[src/scg_regs.vh]
`ifndef SCG_REGS_VH
`define SCG_REGS_VH
`define SCG_OFF_GEN_CTRL1 8'h00
`define SCG_OFF_DIV_CTRL 8'h04
`define SCG_OFF_CLK_CFG2 8'h08
`define SCG_OFF_PERIPH_GATE1 8'h0c
`define SCG_OFF_IDLE_CFG 8'h10
`define SCG_OFF_STATUS 8'h14
`define SCG_BIT_PWRDN 0
`define SCG_MULT_LSB 16
`define SCG_MULT_MSB 27
`define SCG_RDR_LSB 0
`define SCG_RDR_MSB 11
`define SCG_BIT_RDSKIP 12
`define SCG_ODR_LSB 16
`define SCG_ODR_MSB 22
`define SCG_BIT_ODON 23
`define SCG_BIT_PATHSEL 0
`define SCG_BIT_MSTOP 0
`define SCG_BIT_CPUGATE 0
`define SCG_RST_PWRDN 1'b1
`define SCG_RST_PATHSEL 1'b0
`define SCG_RST_MULT 12'h000
`define SCG_RST_RDR 12'h000
`define SCG_RST_ODR 7'h00
`define SCG_MULT_OFFSET 13'h0004
`define SCG_RDR_OFFSET 13'h0004
`define SCG_LOCK_PERIODS 4
`endif

[src/scg_dpll.v]
`timescale 1ns/10ps
module scg_dpll #(
	parameter PW = 16,
	parameter MW = 12,
	parameter LOCK_PERIODS = 4
) (
	input wire clk_in,
	input wire rst_b_in,
	input wire ce_in,
	input wire power_down_in,
	input wire ref_tick_in,
	input wire [MW-1:0] mult_in,
	output reg tick_out,
	output reg locked_out
);
	localparam [MW:0] MULT_OFFSET = 4;
	reg [PW-1:0] cnt;
	reg [PW-1:0] period;
	reg [PW+1:0] acc;
	reg [3:0] stable;
	wire [MW:0] step;
	wire [PW+1:0] sum;
	// Ratio is mult+4 edges per input period
	assign step = {1'b0, mult_in} + MULT_OFFSET;
	assign sum = acc + {{(PW+1-MW){1'b0}}, step};
	// Edges are spread over the measured input period; at most one edge per cycle,
	// so ratios above the period in cycles saturate (a limit of this clock rate).
	always @(posedge clk_in or negedge rst_b_in)
	begin
		if (!rst_b_in)
		begin
			cnt <= {PW{1'b0}};
			period <= {PW{1'b0}};
			acc <= {(PW+2){1'b0}};
			stable <= 4'h0;
			tick_out <= 1'b0;
			locked_out <= 1'b0;
		end
		else if (ce_in)
		begin
			if (power_down_in)
			begin
				// Stop oscillating and drop lock
				cnt <= {PW{1'b0}};
				period <= {PW{1'b0}};
				acc <= {(PW+2){1'b0}};
				stable <= 4'h0;
				tick_out <= 1'b0;
				locked_out <= 1'b0;
			end
			else if (ref_tick_in)
			begin
				// Realign phase to every reference edge
				period <= cnt;
				cnt <= {{(PW-1){1'b0}}, 1'b1};
				acc <= {(PW+2){1'b0}};
				tick_out <= 1'b1;
				if (cnt == period && period != {PW{1'b0}})
				begin
					if (stable != LOCK_PERIODS[3:0])
						stable <= stable + 4'h1;
					else
						locked_out <= 1'b1;
				end
				else
				begin
					stable <= 4'h0;
					locked_out <= 1'b0;
				end
			end
			else
			begin
				if (cnt != {PW{1'b1}})
					cnt <= cnt + {{(PW-1){1'b0}}, 1'b1};
				if (period != {PW{1'b0}} && sum >= {2'b00, period})
				begin
					acc <= sum - {2'b00, period};
					tick_out <= 1'b1;
				end
				else
				begin
					acc <= sum;
					tick_out <= 1'b0;
				end
			end
		end
	end
endmodule

[src/scg_clock_gen.v]
// Notes on behaviour
// - Power-down bit set stops the loop and its output clock.
// - Loop path is never selected while the loop is powered down; the code stays on it if the divided loop level stops high.
// - Master stop bit halts the main clock for CPU and peripherals.
// - Wake pin, either external irq or RTC irq restarts stopped clock.
// - CPU gate bit gates CPU clock only on idle instruction.
// - Any unmasked interrupt restores the gated CPU clock.
// - Bypass drives main clock straight from selected reference.
// - Loop mode multiplies and divides, phase-locked to reference.
// - Path switch is glitch-free in both directions.
// - Multiplier ratio is field plus four, four to 4099.
// - Reference divider ratio four to 4099, skippable; in the code ratios 4097 to 4099 give the loop no input.
// - Output divider one to 128, skipped when not enabled; in the code an enabled divide by one holds the loop level high.
// - Output is ref times (mult+4) over enabled divider ratios.
// - Odd output divisor above one gives non-50 percent duty.
// - Clearing power-down starts the loop locking sequence.
// - Reset sets power-down and selects bypass.
// - Static reference strap: zero RTC, one clock pin.
//
// Local design decisions: the address map and the APB interface to the registers.
`timescale 1ns/10ps
`include "scg_regs.vh"
module scg_clock_gen #(
	parameter PW = 16,
	parameter MW = 12,
	parameter RW = 12,
	parameter OW = 7
) (
	input wire CLK_IN,
	input wire RST_B_IN,
	input wire CE_IN,
	input wire PSEL_IN,
	input wire PENABLE_IN,
	input wire PWRITE_IN,
	input wire [7:0] PADDR_IN,
	input wire [31:0] PWDATA_IN,
	output wire [31:0] PRDATA_OUT,
	output wire PREADY_OUT,
	output wire PSLVERR_OUT,
	input wire REF_CLOCK_PIN_IN,
	input wire RTC_OSC_IN,
	input wire REF_SELECT_IN,
	input wire WAKE_PIN_IN,
	input wire EXT_IRQ_A_IN,
	input wire EXT_IRQ_B_IN,
	input wire RTC_IRQ_IN,
	input wire CPU_IDLE_IN,
	input wire IRQ_UNMASKED_IN,
	output reg MAIN_SYS_CLOCK_OUT,
	output reg SYS_TICK_OUT,
	output reg CPU_CLOCK_OUT,
	output reg CPU_TICK_OUT,
	output reg LOOP_LOCKED_OUT
);
	localparam S_RUN = 3'b001;
	localparam S_DRAIN = 3'b010;
	localparam S_ARM = 3'b100;
	reg pll_power_down;
	reg [MW-1:0] mult;
	reg [RW-1:0] ref_div_ratio;
	reg ref_div_skip;
	reg [OW-1:0] out_div_ratio;
	reg out_div_on;
	reg pll_path_select;
	reg master_clock_stop;
	reg cpu_gate_reg;
	reg [2:0] ref_sync;
	reg [2:0] rtc_sync;
	reg [2:0] wake_sync;
	reg [2:0] irqa_sync;
	reg [2:0] irqb_sync;
	reg [2:0] rtci_sync;
	reg [2:0] strap_sync;
	reg ref_sel;
	reg strap_done;
	reg [1:0] strap_age;
	reg [RW-1:0] rd_cnt;
	reg loop_in_tick;
	reg [OW-1:0] od_cnt;
	reg pll_lvl;
	reg [2:0] state;
	reg cur_src;
	reg main_raw;
	reg stop_eff;
	reg cpu_gated;
	reg cpu_gate_eff;
	reg [31:0] rdata;
	wire pll_tick;
	wire dpll_locked;
	wire byp_tick;
	wire byp_lvl;
	wire want_src;
	wire cur_lvl;
	wire new_lvl;
	wire wake;
	wire wr;
	wire [RW:0] rd_limit;
	wire [OW:0] od_half;
	wire addr_ok;
	localparam [RW:0] RDR_OFFSET = `SCG_RDR_OFFSET;
	// Wake sources are rising edges seen on the free-running CLK_IN
	assign wake = (wake_sync[1] & ~wake_sync[2]) | (irqa_sync[1] & ~irqa_sync[2]) |
		(irqb_sync[1] & ~irqb_sync[2]) | (rtci_sync[1] & ~rtci_sync[2]);
	assign byp_lvl = ref_sel ? ref_sync[2] : rtc_sync[2];
	assign byp_tick = ref_sel ? (ref_sync[1] & ~ref_sync[2]) : (rtc_sync[1] & ~rtc_sync[2]);
	assign want_src = pll_path_select & ~pll_power_down;
	assign cur_lvl = cur_src ? pll_lvl : byp_lvl;
	assign new_lvl = want_src ? pll_lvl : byp_lvl;
	assign rd_limit = {1'b0, ref_div_ratio} + RDR_OFFSET;
	assign od_half = ({1'b0, out_div_ratio} + {{OW{1'b0}}, 1'b1}) >> 1;
	assign wr = PSEL_IN & PENABLE_IN & PWRITE_IN;
	assign addr_ok = (PADDR_IN == `SCG_OFF_GEN_CTRL1) || (PADDR_IN == `SCG_OFF_DIV_CTRL) ||
		(PADDR_IN == `SCG_OFF_CLK_CFG2) || (PADDR_IN == `SCG_OFF_PERIPH_GATE1) ||
		(PADDR_IN == `SCG_OFF_IDLE_CFG) || (PADDR_IN == `SCG_OFF_STATUS);
	assign PREADY_OUT = 1'b1;
	assign PSLVERR_OUT = PSEL_IN & PENABLE_IN & ~addr_ok;
	assign PRDATA_OUT = rdata;

	scg_dpll #(
		.PW(PW),
		.MW(MW),
		.LOCK_PERIODS(`SCG_LOCK_PERIODS)
	) scg_dpll_inst (
		.clk_in(CLK_IN),
		.rst_b_in(RST_B_IN),
		.ce_in(CE_IN),
		.power_down_in(pll_power_down),
		.ref_tick_in(loop_in_tick),
		.mult_in(mult),
		.tick_out(pll_tick),
		.locked_out(dpll_locked)
	);

	always @*
	begin
		rdata = 32'h0000_0000;
		case (PADDR_IN)
			`SCG_OFF_GEN_CTRL1:
			begin
				rdata[`SCG_BIT_PWRDN] = pll_power_down;
				rdata[`SCG_MULT_MSB:`SCG_MULT_LSB] = mult;
			end
			`SCG_OFF_DIV_CTRL:
			begin
				rdata[`SCG_RDR_MSB:`SCG_RDR_LSB] = ref_div_ratio;
				rdata[`SCG_BIT_RDSKIP] = ref_div_skip;
				rdata[`SCG_ODR_MSB:`SCG_ODR_LSB] = out_div_ratio;
				rdata[`SCG_BIT_ODON] = out_div_on;
			end
			`SCG_OFF_CLK_CFG2: rdata[`SCG_BIT_PATHSEL] = pll_path_select;
			`SCG_OFF_PERIPH_GATE1: rdata[`SCG_BIT_MSTOP] = master_clock_stop;
			`SCG_OFF_IDLE_CFG: rdata[`SCG_BIT_CPUGATE] = cpu_gate_reg;
			`SCG_OFF_STATUS: rdata[4:0] = {ref_sel, cpu_gated, stop_eff, LOOP_LOCKED_OUT, cur_src};
			default: rdata = 32'h0000_0000;
		endcase
	end

	// Register file; wake clears the stop bit and beats a same-cycle write
	always @(posedge CLK_IN or negedge RST_B_IN)
	begin
		if (!RST_B_IN)
		begin
			pll_power_down <= `SCG_RST_PWRDN;
			pll_path_select <= `SCG_RST_PATHSEL;
			mult <= `SCG_RST_MULT;
			ref_div_ratio <= `SCG_RST_RDR;
			ref_div_skip <= 1'b0;
			out_div_ratio <= `SCG_RST_ODR;
			out_div_on <= 1'b0;
			master_clock_stop <= 1'b0;
			cpu_gate_reg <= 1'b0;
		end
		else if (CE_IN)
		begin
			if (wr && PADDR_IN == `SCG_OFF_GEN_CTRL1)
			begin
				pll_power_down <= PWDATA_IN[`SCG_BIT_PWRDN];
				mult <= PWDATA_IN[`SCG_MULT_MSB:`SCG_MULT_LSB];
			end
			if (wr && PADDR_IN == `SCG_OFF_DIV_CTRL)
			begin
				ref_div_ratio <= PWDATA_IN[`SCG_RDR_MSB:`SCG_RDR_LSB];
				ref_div_skip <= PWDATA_IN[`SCG_BIT_RDSKIP];
				out_div_ratio <= PWDATA_IN[`SCG_ODR_MSB:`SCG_ODR_LSB];
				out_div_on <= PWDATA_IN[`SCG_BIT_ODON];
			end
			if (wr && PADDR_IN == `SCG_OFF_CLK_CFG2)
				pll_path_select <= PWDATA_IN[`SCG_BIT_PATHSEL];
			if (wake)
				master_clock_stop <= 1'b0;
			else if (wr && PADDR_IN == `SCG_OFF_PERIPH_GATE1)
				master_clock_stop <= PWDATA_IN[`SCG_BIT_MSTOP];
			if (wr && PADDR_IN == `SCG_OFF_IDLE_CFG)
				cpu_gate_reg <= PWDATA_IN[`SCG_BIT_CPUGATE];
		end
	end

	// Pin synchronisers; edges are judged on stages two and three only
	always @(posedge CLK_IN or negedge RST_B_IN)
	begin
		if (!RST_B_IN)
		begin
			ref_sync <= 3'h0;
			rtc_sync <= 3'h0;
			wake_sync <= 3'h0;
			irqa_sync <= 3'h0;
			irqb_sync <= 3'h0;
			rtci_sync <= 3'h0;
			strap_sync <= 3'h0;
			ref_sel <= 1'b0;
			strap_done <= 1'b0;
			strap_age <= 2'h0;
		end
		else if (CE_IN)
		begin
			ref_sync <= {ref_sync[1:0], REF_CLOCK_PIN_IN};
			rtc_sync <= {rtc_sync[1:0], RTC_OSC_IN};
			wake_sync <= {wake_sync[1:0], WAKE_PIN_IN};
			irqa_sync <= {irqa_sync[1:0], EXT_IRQ_A_IN};
			irqb_sync <= {irqb_sync[1:0], EXT_IRQ_B_IN};
			rtci_sync <= {rtci_sync[1:0], RTC_IRQ_IN};
			strap_sync <= {strap_sync[1:0], REF_SELECT_IN};
			// Strap is static; wait until stage three holds the pin, then catch it once
			if (strap_age != 2'h3)
				strap_age <= strap_age + 2'h1;
			else if (!strap_done && strap_sync[1] == strap_sync[2])
			begin
				ref_sel <= strap_sync[2];
				strap_done <= 1'b1;
			end
		end
	end

	// Reference divider and output divider around the loop
	always @(posedge CLK_IN or negedge RST_B_IN)
	begin
		if (!RST_B_IN)
		begin
			rd_cnt <= {RW{1'b0}};
			loop_in_tick <= 1'b0;
			od_cnt <= {OW{1'b0}};
			pll_lvl <= 1'b0;
			LOOP_LOCKED_OUT <= 1'b0;
		end
		else if (CE_IN)
		begin
			LOOP_LOCKED_OUT <= dpll_locked;
			loop_in_tick <= 1'b0;
			if (byp_tick)
			begin
				if (ref_div_skip)
					loop_in_tick <= 1'b1;
				else if ({1'b0, rd_cnt} + {{RW{1'b0}}, 1'b1} >= rd_limit)
				begin
					rd_cnt <= {RW{1'b0}};
					loop_in_tick <= 1'b1;
				end
				else
					rd_cnt <= rd_cnt + {{(RW-1){1'b0}}, 1'b1};
			end
			if (!out_div_on)
			begin
				od_cnt <= {OW{1'b0}};
				pll_lvl <= pll_tick;
			end
			else if (pll_tick)
			begin
				// High for the first half rounded down: odd ratios skew duty
				if (od_cnt >= out_div_ratio)
				begin
					od_cnt <= {OW{1'b0}};
					pll_lvl <= 1'b1;
				end
				else
				begin
					od_cnt <= od_cnt + {{(OW-1){1'b0}}, 1'b1};
					pll_lvl <= ({1'b0, od_cnt} + {{OW{1'b0}}, 1'b1}) < od_half;
				end
			end
		end
	end

	// Path mux: leave old source only while low, join new one only while low
	always @(posedge CLK_IN or negedge RST_B_IN)
	begin
		if (!RST_B_IN)
		begin
			state <= S_RUN;
			cur_src <= 1'b0;
			main_raw <= 1'b0;
		end
		else if (CE_IN)
		begin
			case (state)
				S_RUN:
				begin
					main_raw <= cur_lvl;
					if (want_src != cur_src && !cur_lvl)
					begin
						state <= S_DRAIN;
						main_raw <= 1'b0;
					end
				end
				S_DRAIN:
				begin
					main_raw <= 1'b0;
					if (!new_lvl)
					begin
						cur_src <= want_src;
						state <= S_ARM;
					end
				end
				S_ARM:
				begin
					main_raw <= 1'b0;
					state <= S_RUN;
				end
				default:
				begin
					state <= S_RUN;
					main_raw <= 1'b0;
				end
			endcase
		end
	end

	// Stop and CPU gating change only while the raw clock is low
	always @(posedge CLK_IN or negedge RST_B_IN)
	begin
		if (!RST_B_IN)
		begin
			stop_eff <= 1'b0;
			cpu_gated <= 1'b0;
			cpu_gate_eff <= 1'b0;
			MAIN_SYS_CLOCK_OUT <= 1'b0;
			SYS_TICK_OUT <= 1'b0;
			CPU_CLOCK_OUT <= 1'b0;
			CPU_TICK_OUT <= 1'b0;
		end
		else if (CE_IN)
		begin
			// An interrupt wins over an idle in the same cycle
			if (IRQ_UNMASKED_IN)
				cpu_gated <= 1'b0;
			else if (CPU_IDLE_IN && cpu_gate_reg)
				cpu_gated <= 1'b1;
			if (!main_raw)
			begin
				stop_eff <= master_clock_stop & ~wake;
				cpu_gate_eff <= cpu_gated & ~IRQ_UNMASKED_IN;
			end
			MAIN_SYS_CLOCK_OUT <= main_raw & ~stop_eff;
			SYS_TICK_OUT <= main_raw & ~stop_eff & ~MAIN_SYS_CLOCK_OUT;
			CPU_CLOCK_OUT <= main_raw & ~stop_eff & ~cpu_gate_eff;
			CPU_TICK_OUT <= main_raw & ~stop_eff & ~cpu_gate_eff & ~CPU_CLOCK_OUT;
		end
	end
endmodule

[config.mk]
export PLATFORM = sky130hd
export DESIGN_NAME = scg_clock_gen
export DESIGN_NICKNAME = d
export VERILOG_FILES = /design/src/scg_dpll.v /design/src/scg_clock_gen.v
export VERILOG_INCLUDE_DIRS = /design/src
export SDC_FILE = /design/constraint.sdc
export NUM_CORES = 1
export LEC_CHECK = 0
export BUFFER_PORTS_ARGS = -buffer_cell sky130_fd_sc_hd__buf_2
export CORE_MARGIN = 10
export CORE_UTILIZATION = 65
export DETAILED_ROUTE_END_ITERATION = 10
export HOLD_SLACK_MARGIN = 0.02
export PLACE_DENSITY = 0.93
export SLEW_MARGIN = 20
export SYNTH_ARGS = -nofsm -noshare
export SYNTH_HDL_FRONTEND = slang
export SYNTH_SLANG_ARGS = --single-unit
[constraint.sdc]
create_clock -name CLK_IN -period 6.5 [get_ports CLK_IN]
set_input_delay 0.325 -clock CLK_IN [delete_from_list [all_inputs] [get_ports CLK_IN]]
set_output_delay 0.325 -clock CLK_IN [all_outputs]
set_load 0.05 [all_outputs]
Yosys cells after proc, flatten, opt, wreduce, memory -nomap -nowiden
Cells that the tools add are included.
{"block": "totals", "output_inout_bits": 39, "latch_bits": 0, "rom_bits": 0, "inputBits": 55, "n_memories": 0, "word_cells": 198, "register_bits": 152, "mem_bits_rw": 0}
{"block": "op_classes", "n_shift": 0, "n_lt_le_gt_ge": 4, "bitwise_logic": 37, "muxes": 47, "multipliers": 0, "reduce_logical": 40, "addsub": 12, "n_eq_ne": 18, "div": 0}
{"operator": "$mux W16", "count": 5}
{"operator": "$mux W18", "count": 3}
{"operator": "$add A12 B3 Y13 const B", "count": 2}
{"operator": "$mux W1", "count": 23}
{"operator": "$reduce_and A2 Y1", "count": 11}
{"operator": "$mux W7", "count": 3}
{"operator": "$mux W4", "count": 5}
{"operator": "$add A18 B13 Y18", "count": 1}
{"operator": "$ge A18 B16 Y1", "count": 1}
{"operator": "$not A1 Y1", "count": 18}
{"operator": "$reduce_and A3 Y1", "count": 6}
{"operator": "$sub A18 B16 Y18", "count": 1}
{"operator": "$add A16 B1 Y16 const B", "count": 1}
{"operator": "$add A7 B1 Y8 const B", "count": 2}
{"operator": "$and A1 B1 Y1", "count": 16}
{"operator": "$eq A16 B16 Y1", "count": 1}
{"operator": "$eq A8 B4 Y1 const B", "count": 2}
{"operator": "$eq A8 B5 Y1 const B", "count": 2}
{"operator": "$ne A16 B16 Y1 const B", "count": 1}
{"operator": "$pmux W8 S2", "count": 1}
{"operator": "$reduce_bool A16 Y1", "count": 1}
{"operator": "$add A12 B1 Y13 const B", "count": 1}
{"operator": "$ge A13 B13 Y1", "count": 1}
{"operator": "$add A12 B1 Y12 const B", "count": 1}
{"operator": "other kinds (27)", "count": 49}

Logic depth before layout (Yosys ltp)
{"block": "depth", "ltp_word": 8, "ltp_mapped": 20, "depth_no_buf": 18}

By module
Synthesis repeated with hierarchy kept, for this count alone.
{"block": "unflattened", "cells_unflattened": 1006, "area_unflattened_um2": 9848.2}
{"mod": "scg_clock_gen", "cells_per_inst": 502, "n_inst": 1, "area_per_inst_um2": 5391.4}
{"mod": "scg_dpll", "cells_per_inst": 504, "n_inst": 1, "area_per_inst_um2": 4456.8}

Least setup slack after synthesis
OpenSTA, ideal clock, no wires.
{"block": "synth_path", "kind": "register -> register", "from": "reg mult[1]", "to": "reg scg_dpll_inst.acc[0]", "stages_incl_launch_ff": 20, "setup_ns": 0.078, "path_slack_ns": 2.392, "t_arrival_ns": 4.030, "cell_sequence": "dfrtp_1 > ha_1 > ha_1 > inv_1 > fa_1 > nand2b_1 > a211oi_2 > o21ai_2 > o21a_4 > nor2_1 > xor2_1 > ha_1 > nand2_1 > nor4_1 > a21boi_0 > o21ai_2 > o41ai_2 > buf_6 > mux2_2 > o2bb2ai_1"}
{"block": "synth_via", "elab_chain_cells": 7}
{"element": "start: declaration", "line_no": "scg_clock_gen.v:59", "text": "reg [MW-1:0] mult;"}
{"element": "start signal: assignment", "line_no": "scg_clock_gen.v:165", "text": "mult <= `SCG_RST_MULT;"}
{"element": "start signal: assignment", "line_no": "scg_clock_gen.v:178", "text": "mult <= PWDATA_IN[`SCG_MULT_MSB:`SCG_MULT_LSB];"}
{"element": "$add A12 B3 Y13", "line_no": "scg_dpll.v:24", "text": "assign step = {1'b0, mult_in} + MULT_OFFSET;"}
{"element": "$add A18 B13 Y18", "line_no": "scg_dpll.v:25", "text": "assign sum = acc + {{(PW+1-MW){1'b0}}, step};"}
{"element": "$ge A18 B16 Y1", "line_no": "scg_dpll.v:75", "text": "if (period != {PW{1'b0}} && sum >= {2'b00, period})"}
{"element": "$logic_and A1 B1 Y1", "line_no": "scg_dpll.v:75"}
{"element": "$mux W18", "line_no": "scg_dpll.v:75"}
{"element": "$mux W18", "line_no": "scg_dpll.v:51", "text": "else if (ref_tick_in)"}
{"element": "$mux W18", "line_no": "scg_dpll.v:41", "text": "if (power_down_in)"}
{"element": "end signal: assignment", "line_no": "scg_dpll.v:46", "text": "acc <= {(PW+2){1'b0}};"}
{"element": "end signal: assignment", "line_no": "scg_dpll.v:56", "text": "acc <= {(PW+2){1'b0}};"}
{"element": "end signal: assignment", "line_no": "scg_dpll.v:77", "text": "acc <= sum - {2'b00, period};"}
{"element": "end: declaration", "line_no": "scg_dpll.v:19", "text": "reg [PW+1:0] acc;"}
No other way between the ends.
A chain may end at the register's enable or synchronous reset.

Final worst setup path
{"block": "layout_path", "from": "reg mult[1]", "to": "reg scg_dpll_inst.acc[1]"}
{"block": "layout_via", "elab_chain_cells": 7, "word_cells_on_any_way": 8, "classes_between": "add/sub: 3; order compare: 1; mux: 3; reduce/logical: 1"}
{"element": "$add A12 B3 Y13 *", "line_no": "scg_dpll.v:24"}
{"element": "$add A18 B13 Y18 *", "line_no": "scg_dpll.v:25"}
{"element": "$ge A18 B16 Y1", "line_no": "scg_dpll.v:75"}
{"element": "$logic_and A1 B1 Y1", "line_no": "scg_dpll.v:75"}
{"element": "$mux W18 *", "line_no": "scg_dpll.v:75"}
{"element": "$mux W18 *", "line_no": "scg_dpll.v:51"}
{"element": "$mux W18 *", "line_no": "scg_dpll.v:41"}
Every way passes the cells marked *; elsewhere a longest branch is shown, timed or not.

==> flow_metrics.py <==
metrics = {
    "logic_synthesis": {
        "synth-main-ff-cell": "dfrtp_1",
        "synthTopCellsByCount": "150 x dfrtp_1, 84 x nand2_1, 74 x ha_1, 71 x nor2_1, 67 x o21ai_0",
        "synth_edf_count": 0,
        "synth.most_common_cell": "dfrtp_1",
        "synth_top_area_share_pct": 38.3,
        "seq_area_frac_synth_pct": 38.8,
        "yosys.area.top_type": "dfrtp_1",
        "synth.distinct_cells": 65,
        "synth_warnings": 0,
        "ys_top_cells_by_area": "dfrtp_1 38%, ha_1 9.4%, mux2_2 6.7%, o21ai_0 3.4%, xnor2_1 3.4%",
        "synthCells": 1019,
        "synthArstFlopShare_pct": 100,
        "ys_seq_elements": 152,
        "synth_area_sq_um": 9800,
        "syn_avg_cell_area_sq_um": 9.62,
    },
    "cells_and_area": {
        "drive_gt1_share_pct": 17.0,
        "seq_area_sq_um": 3810,
        "fin_nets": 1218,
        "area_delta_synth_final_pct": 11.8,
        "nFillCells": 939,
        "multi_input_area_sq_um": 5600,
        "largest_register": "scg_dpll_inst.acc",
        "diodes": 0,
        "finalNonFillerCells": 1284,
        "top_regs": "scg_dpll_inst.acc (18), scg_dpll_inst.cnt (16), scg_dpll_inst.period (16)",
        "largest_register_ffs": 18,
    },
    "routing": {
        "drtAntennaViolNets": 0,
        "detail_route.iter0.violations": 654,
        "totalWireLength_um": 24800,
        "vias": 8175,
        "wl_per_cell_um": 19.3,
        "drc": 0,
        "dr.pass1.iters": 6,
        "routed_via_density": 6.37,
    },
    "worst_setup_path": {
        "startpoint_type": "register",
        "crit_buf_inv": 2,
        "path_cells": "ha_1, ha_1, inv_1, fa_1, nand2b_1, a211oi_2, o21ai_2, o21a_4, nor2_1, xor2_1, ha_1, a21oi_1, a21boi_0, o21ai_2, o41ai_4, buf_4, mux2_2, o2bb2ai_1",
        "cpMaxStageDelayCell": "a21boi_0",
        "worstPathRequired_ns": 6.85,
        "path_max_fanout": 15,
        "cp_slowest_stage_delay_ns": 0.42,
        "critPathArrivalTime_ns": 5.48,
        "cp-end-kind": "register",
        "crit_family": "compound AO/OA/AOI/OAI gates",
        "critPathKind": "register to register",
        "crit_top_cell": "ha_1",
    },
    "clock_network": {
        "clkTransAtPathRegs_ns": 0.07,
        "clock-sinks": 152,
        "htree_levels": 4,
        "ctsHoldBuffers": 1,
        "cts_resized": 0,
        "cts_made_buffers": 17,
        "clkLatencyLatePin_ns": 0.44,
        "clockRootBuffer": "clkbuf_16",
        "clk_path_buf_depth": 2,
        "cts_tree": "done",
        "postCtsSetupBuffers": 0,
    },
    "sta": {
        "fmax_mhz": 195,
        "final.min_clock_period_ns": 5.13,
        "relSlewSlack_pct": 24.0,
        "fin_skew_ns": 0.00797,
        "worstMarginPinSlew_ns": 1.14,
        "setup_viol": 0,
        "final.period_utilization_pct": 78.9,
        "finalHoldViolCount": 0,
        "final.setup.tns_ns": 0,
        "slew_violations": 0,
        "rsz0062_at_grt": "no",
    },
    "flow_run": {
        "cap_violations": 0,
    },
    "hold_path": {
        "hp-class": "input pin to register",
    },
    "floorplanning": {
        "die_h_um": 143,
        "coreArea_sq_um": 14600,
        "die_area_sq_um": 20400,
        "start_util_pct": 66.9,
        "die_w_um": 143,
        "ioPinCount": 94,
        "fp-row-count": 44,
    },
    "grt": {
        "grt_use_total_pct": 24.5,
        "use_met2_pct": 43.6,
        "grt_pass1_vias": 8354,
        "antenna_found_initial": 0,
        "overflow": 0,
        "grt_max_degree": 80,
        "grt_use_met3_pct": 5.54,
        "grt_first_pass_wirelength_um": 40400,
        "use_met1_pct": 28.0,
        "gr-max-usage-layer": "met2",
    },
    "run_status": {
        "status": "completed",
    },
    "power": {
        "p_per_area_nw_per_um2": 376,
        "peakVddDrop_mv": 0.297,
        "leakage_nw": 5.21,
    },
    "place": {
        "dp_hpwl_um": 17000,
        "dp.cells": 1251,
        "port_buffers": 78,
        "place.gp.congestion": 0.939,
    },
}
==> metrics by stage <==
stage               power, W  setup slack (ns)  utilization [%]  hold slack, ns  area (sq um)
finish               0.00412              1.37             74.8          0.0702         11000
detailed placement   0.00297              1.50             70.4           0.389         10300
global route         0.00434              1.11             74.8          0.0789         11000
CTS                  0.00409              1.45             74.8          0.0667         11000
floorplan            0.00260              2.39                -          0.0294          9820
global placement     0.00287              1.71             70.3           0.382         10300
==> cell usage in the layout, fill, tap and decap left out, types with 8 or more instances in the layout <==
master and count:
a21o_1 15, a21oi_1 42, a22o_1 32, and2_1 15, and3_1 14, buf_2 77, clkbuf_16 17, conb_1 8
dfrtp_1 150, ha_1 74, inv_1 59, mux2_2 58, mux2i_1 25, nand2_1 84, nand2b_1 13, nand3_1 36
nand4_1 16, nor2_1 71, nor3_1 11, nor4_1 10, o21a_1 8, o21ai_0 67, o2bb2ai_1 15, xnor2_1 38
xor2_1 37
==> cell families (layout without fill, tap and decap cells) <==
| family | count (synthesis) | count (layout) | synth area share, % |
|---|---|---|---|
| xor+xnor | 75 | 75 | 6.70 |
| buf+inv | 102 | 177 | 4.46 |
| fa+ha+maj | 76 | 76 | 9.86 |
| compound gates | 236 | 236 | 16.4 |
| simple gates | 292 | 292 | 14.3 |
| mux | 84 | 84 | 9.45 |
| other cells | 2 | 8 | 0.0766 |
| flops | 152 | 152 | 38.8 |
==> final timing paths <==
check / start / to / slack, ns / cells past startpoint
worst min-delay path: IRQ_UNMASKED_IN / cpu_gated$_DFFE_PN0P_ / 0.07 / 2
worst max register to register: mult[1]$_DFFE_PN0P_ / scg_dpll_inst.acc[1]$_DFFE_PN0P_ / 1.37 / 18
min in group asynchronous: RST_B_IN / mult[4]$_DFFE_PN0P_ / 0.48 / 2
max in group asynchronous: RST_B_IN / ref_div_ratio[3]$_DFFE_PN0P_ / 4.59 / 3
worst min register to register: wake_sync[0]$_DFFE_PN0P_ / wake_sync[1]$_DFFE_PN0P_ / 0.49 / 2
worst max-delay path: mult[1]$_DFFE_PN0P_ / scg_dpll_inst.acc[1]$_DFFE_PN0P_ / 1.37 / 18
==> worst register-to-register path, cell delays in order (launching register included) <==
cell and delay (ns):
dfrtp_1 0.40, ha_1 0.30, ha_1 0.20, inv_1 0.08, fa_1 0.40, nand2b_1 0.21
a211oi_2 0.29, o21ai_2 0.16, o21a_4 0.26, nor2_1 0.13, xor2_1 0.20, ha_1 0.31
a21oi_1 0.26, a21boi_0 0.42, o21ai_2 0.15, o41ai_4 0.41, buf_4 0.35, mux2_2 0.38
o2bb2ai_1 0.13
==> layer usage <==
| layer | wire length (um) | share of wire [%] |
|---|---|---|
| met1 | 9980 | 40 |
| met4 | 527 | 2.1 |
| met2 | 12700 | 51 |
| met5 | 0 | 0 |
| met3 | 1620 | 6.5 |
==> power by group <==
group | internal [W] | total (W) | switching (W)
combinational | 0.000725 | 0.00174 | 0.00101
clock | 0.000669 | 0.00109 | 0.000422
sequential | 0.00111 | 0.00129 | 0.000178
total | 0.00250 | 0.00412 | 0.00161
==> final cells by class <==
class / count / share of cell area, %
clock inverters: 12 / 1.71
inverters: 60 / 2.06
clock buffers: 20 / 4.17
multi-input cells: 771 / 51.1
flip-flops and latches: 152 / 34.7
repair buffers: 85 / 4.12
well taps: 184 / 2.10
Note: power is estimated with default switching activity, not from simulation.
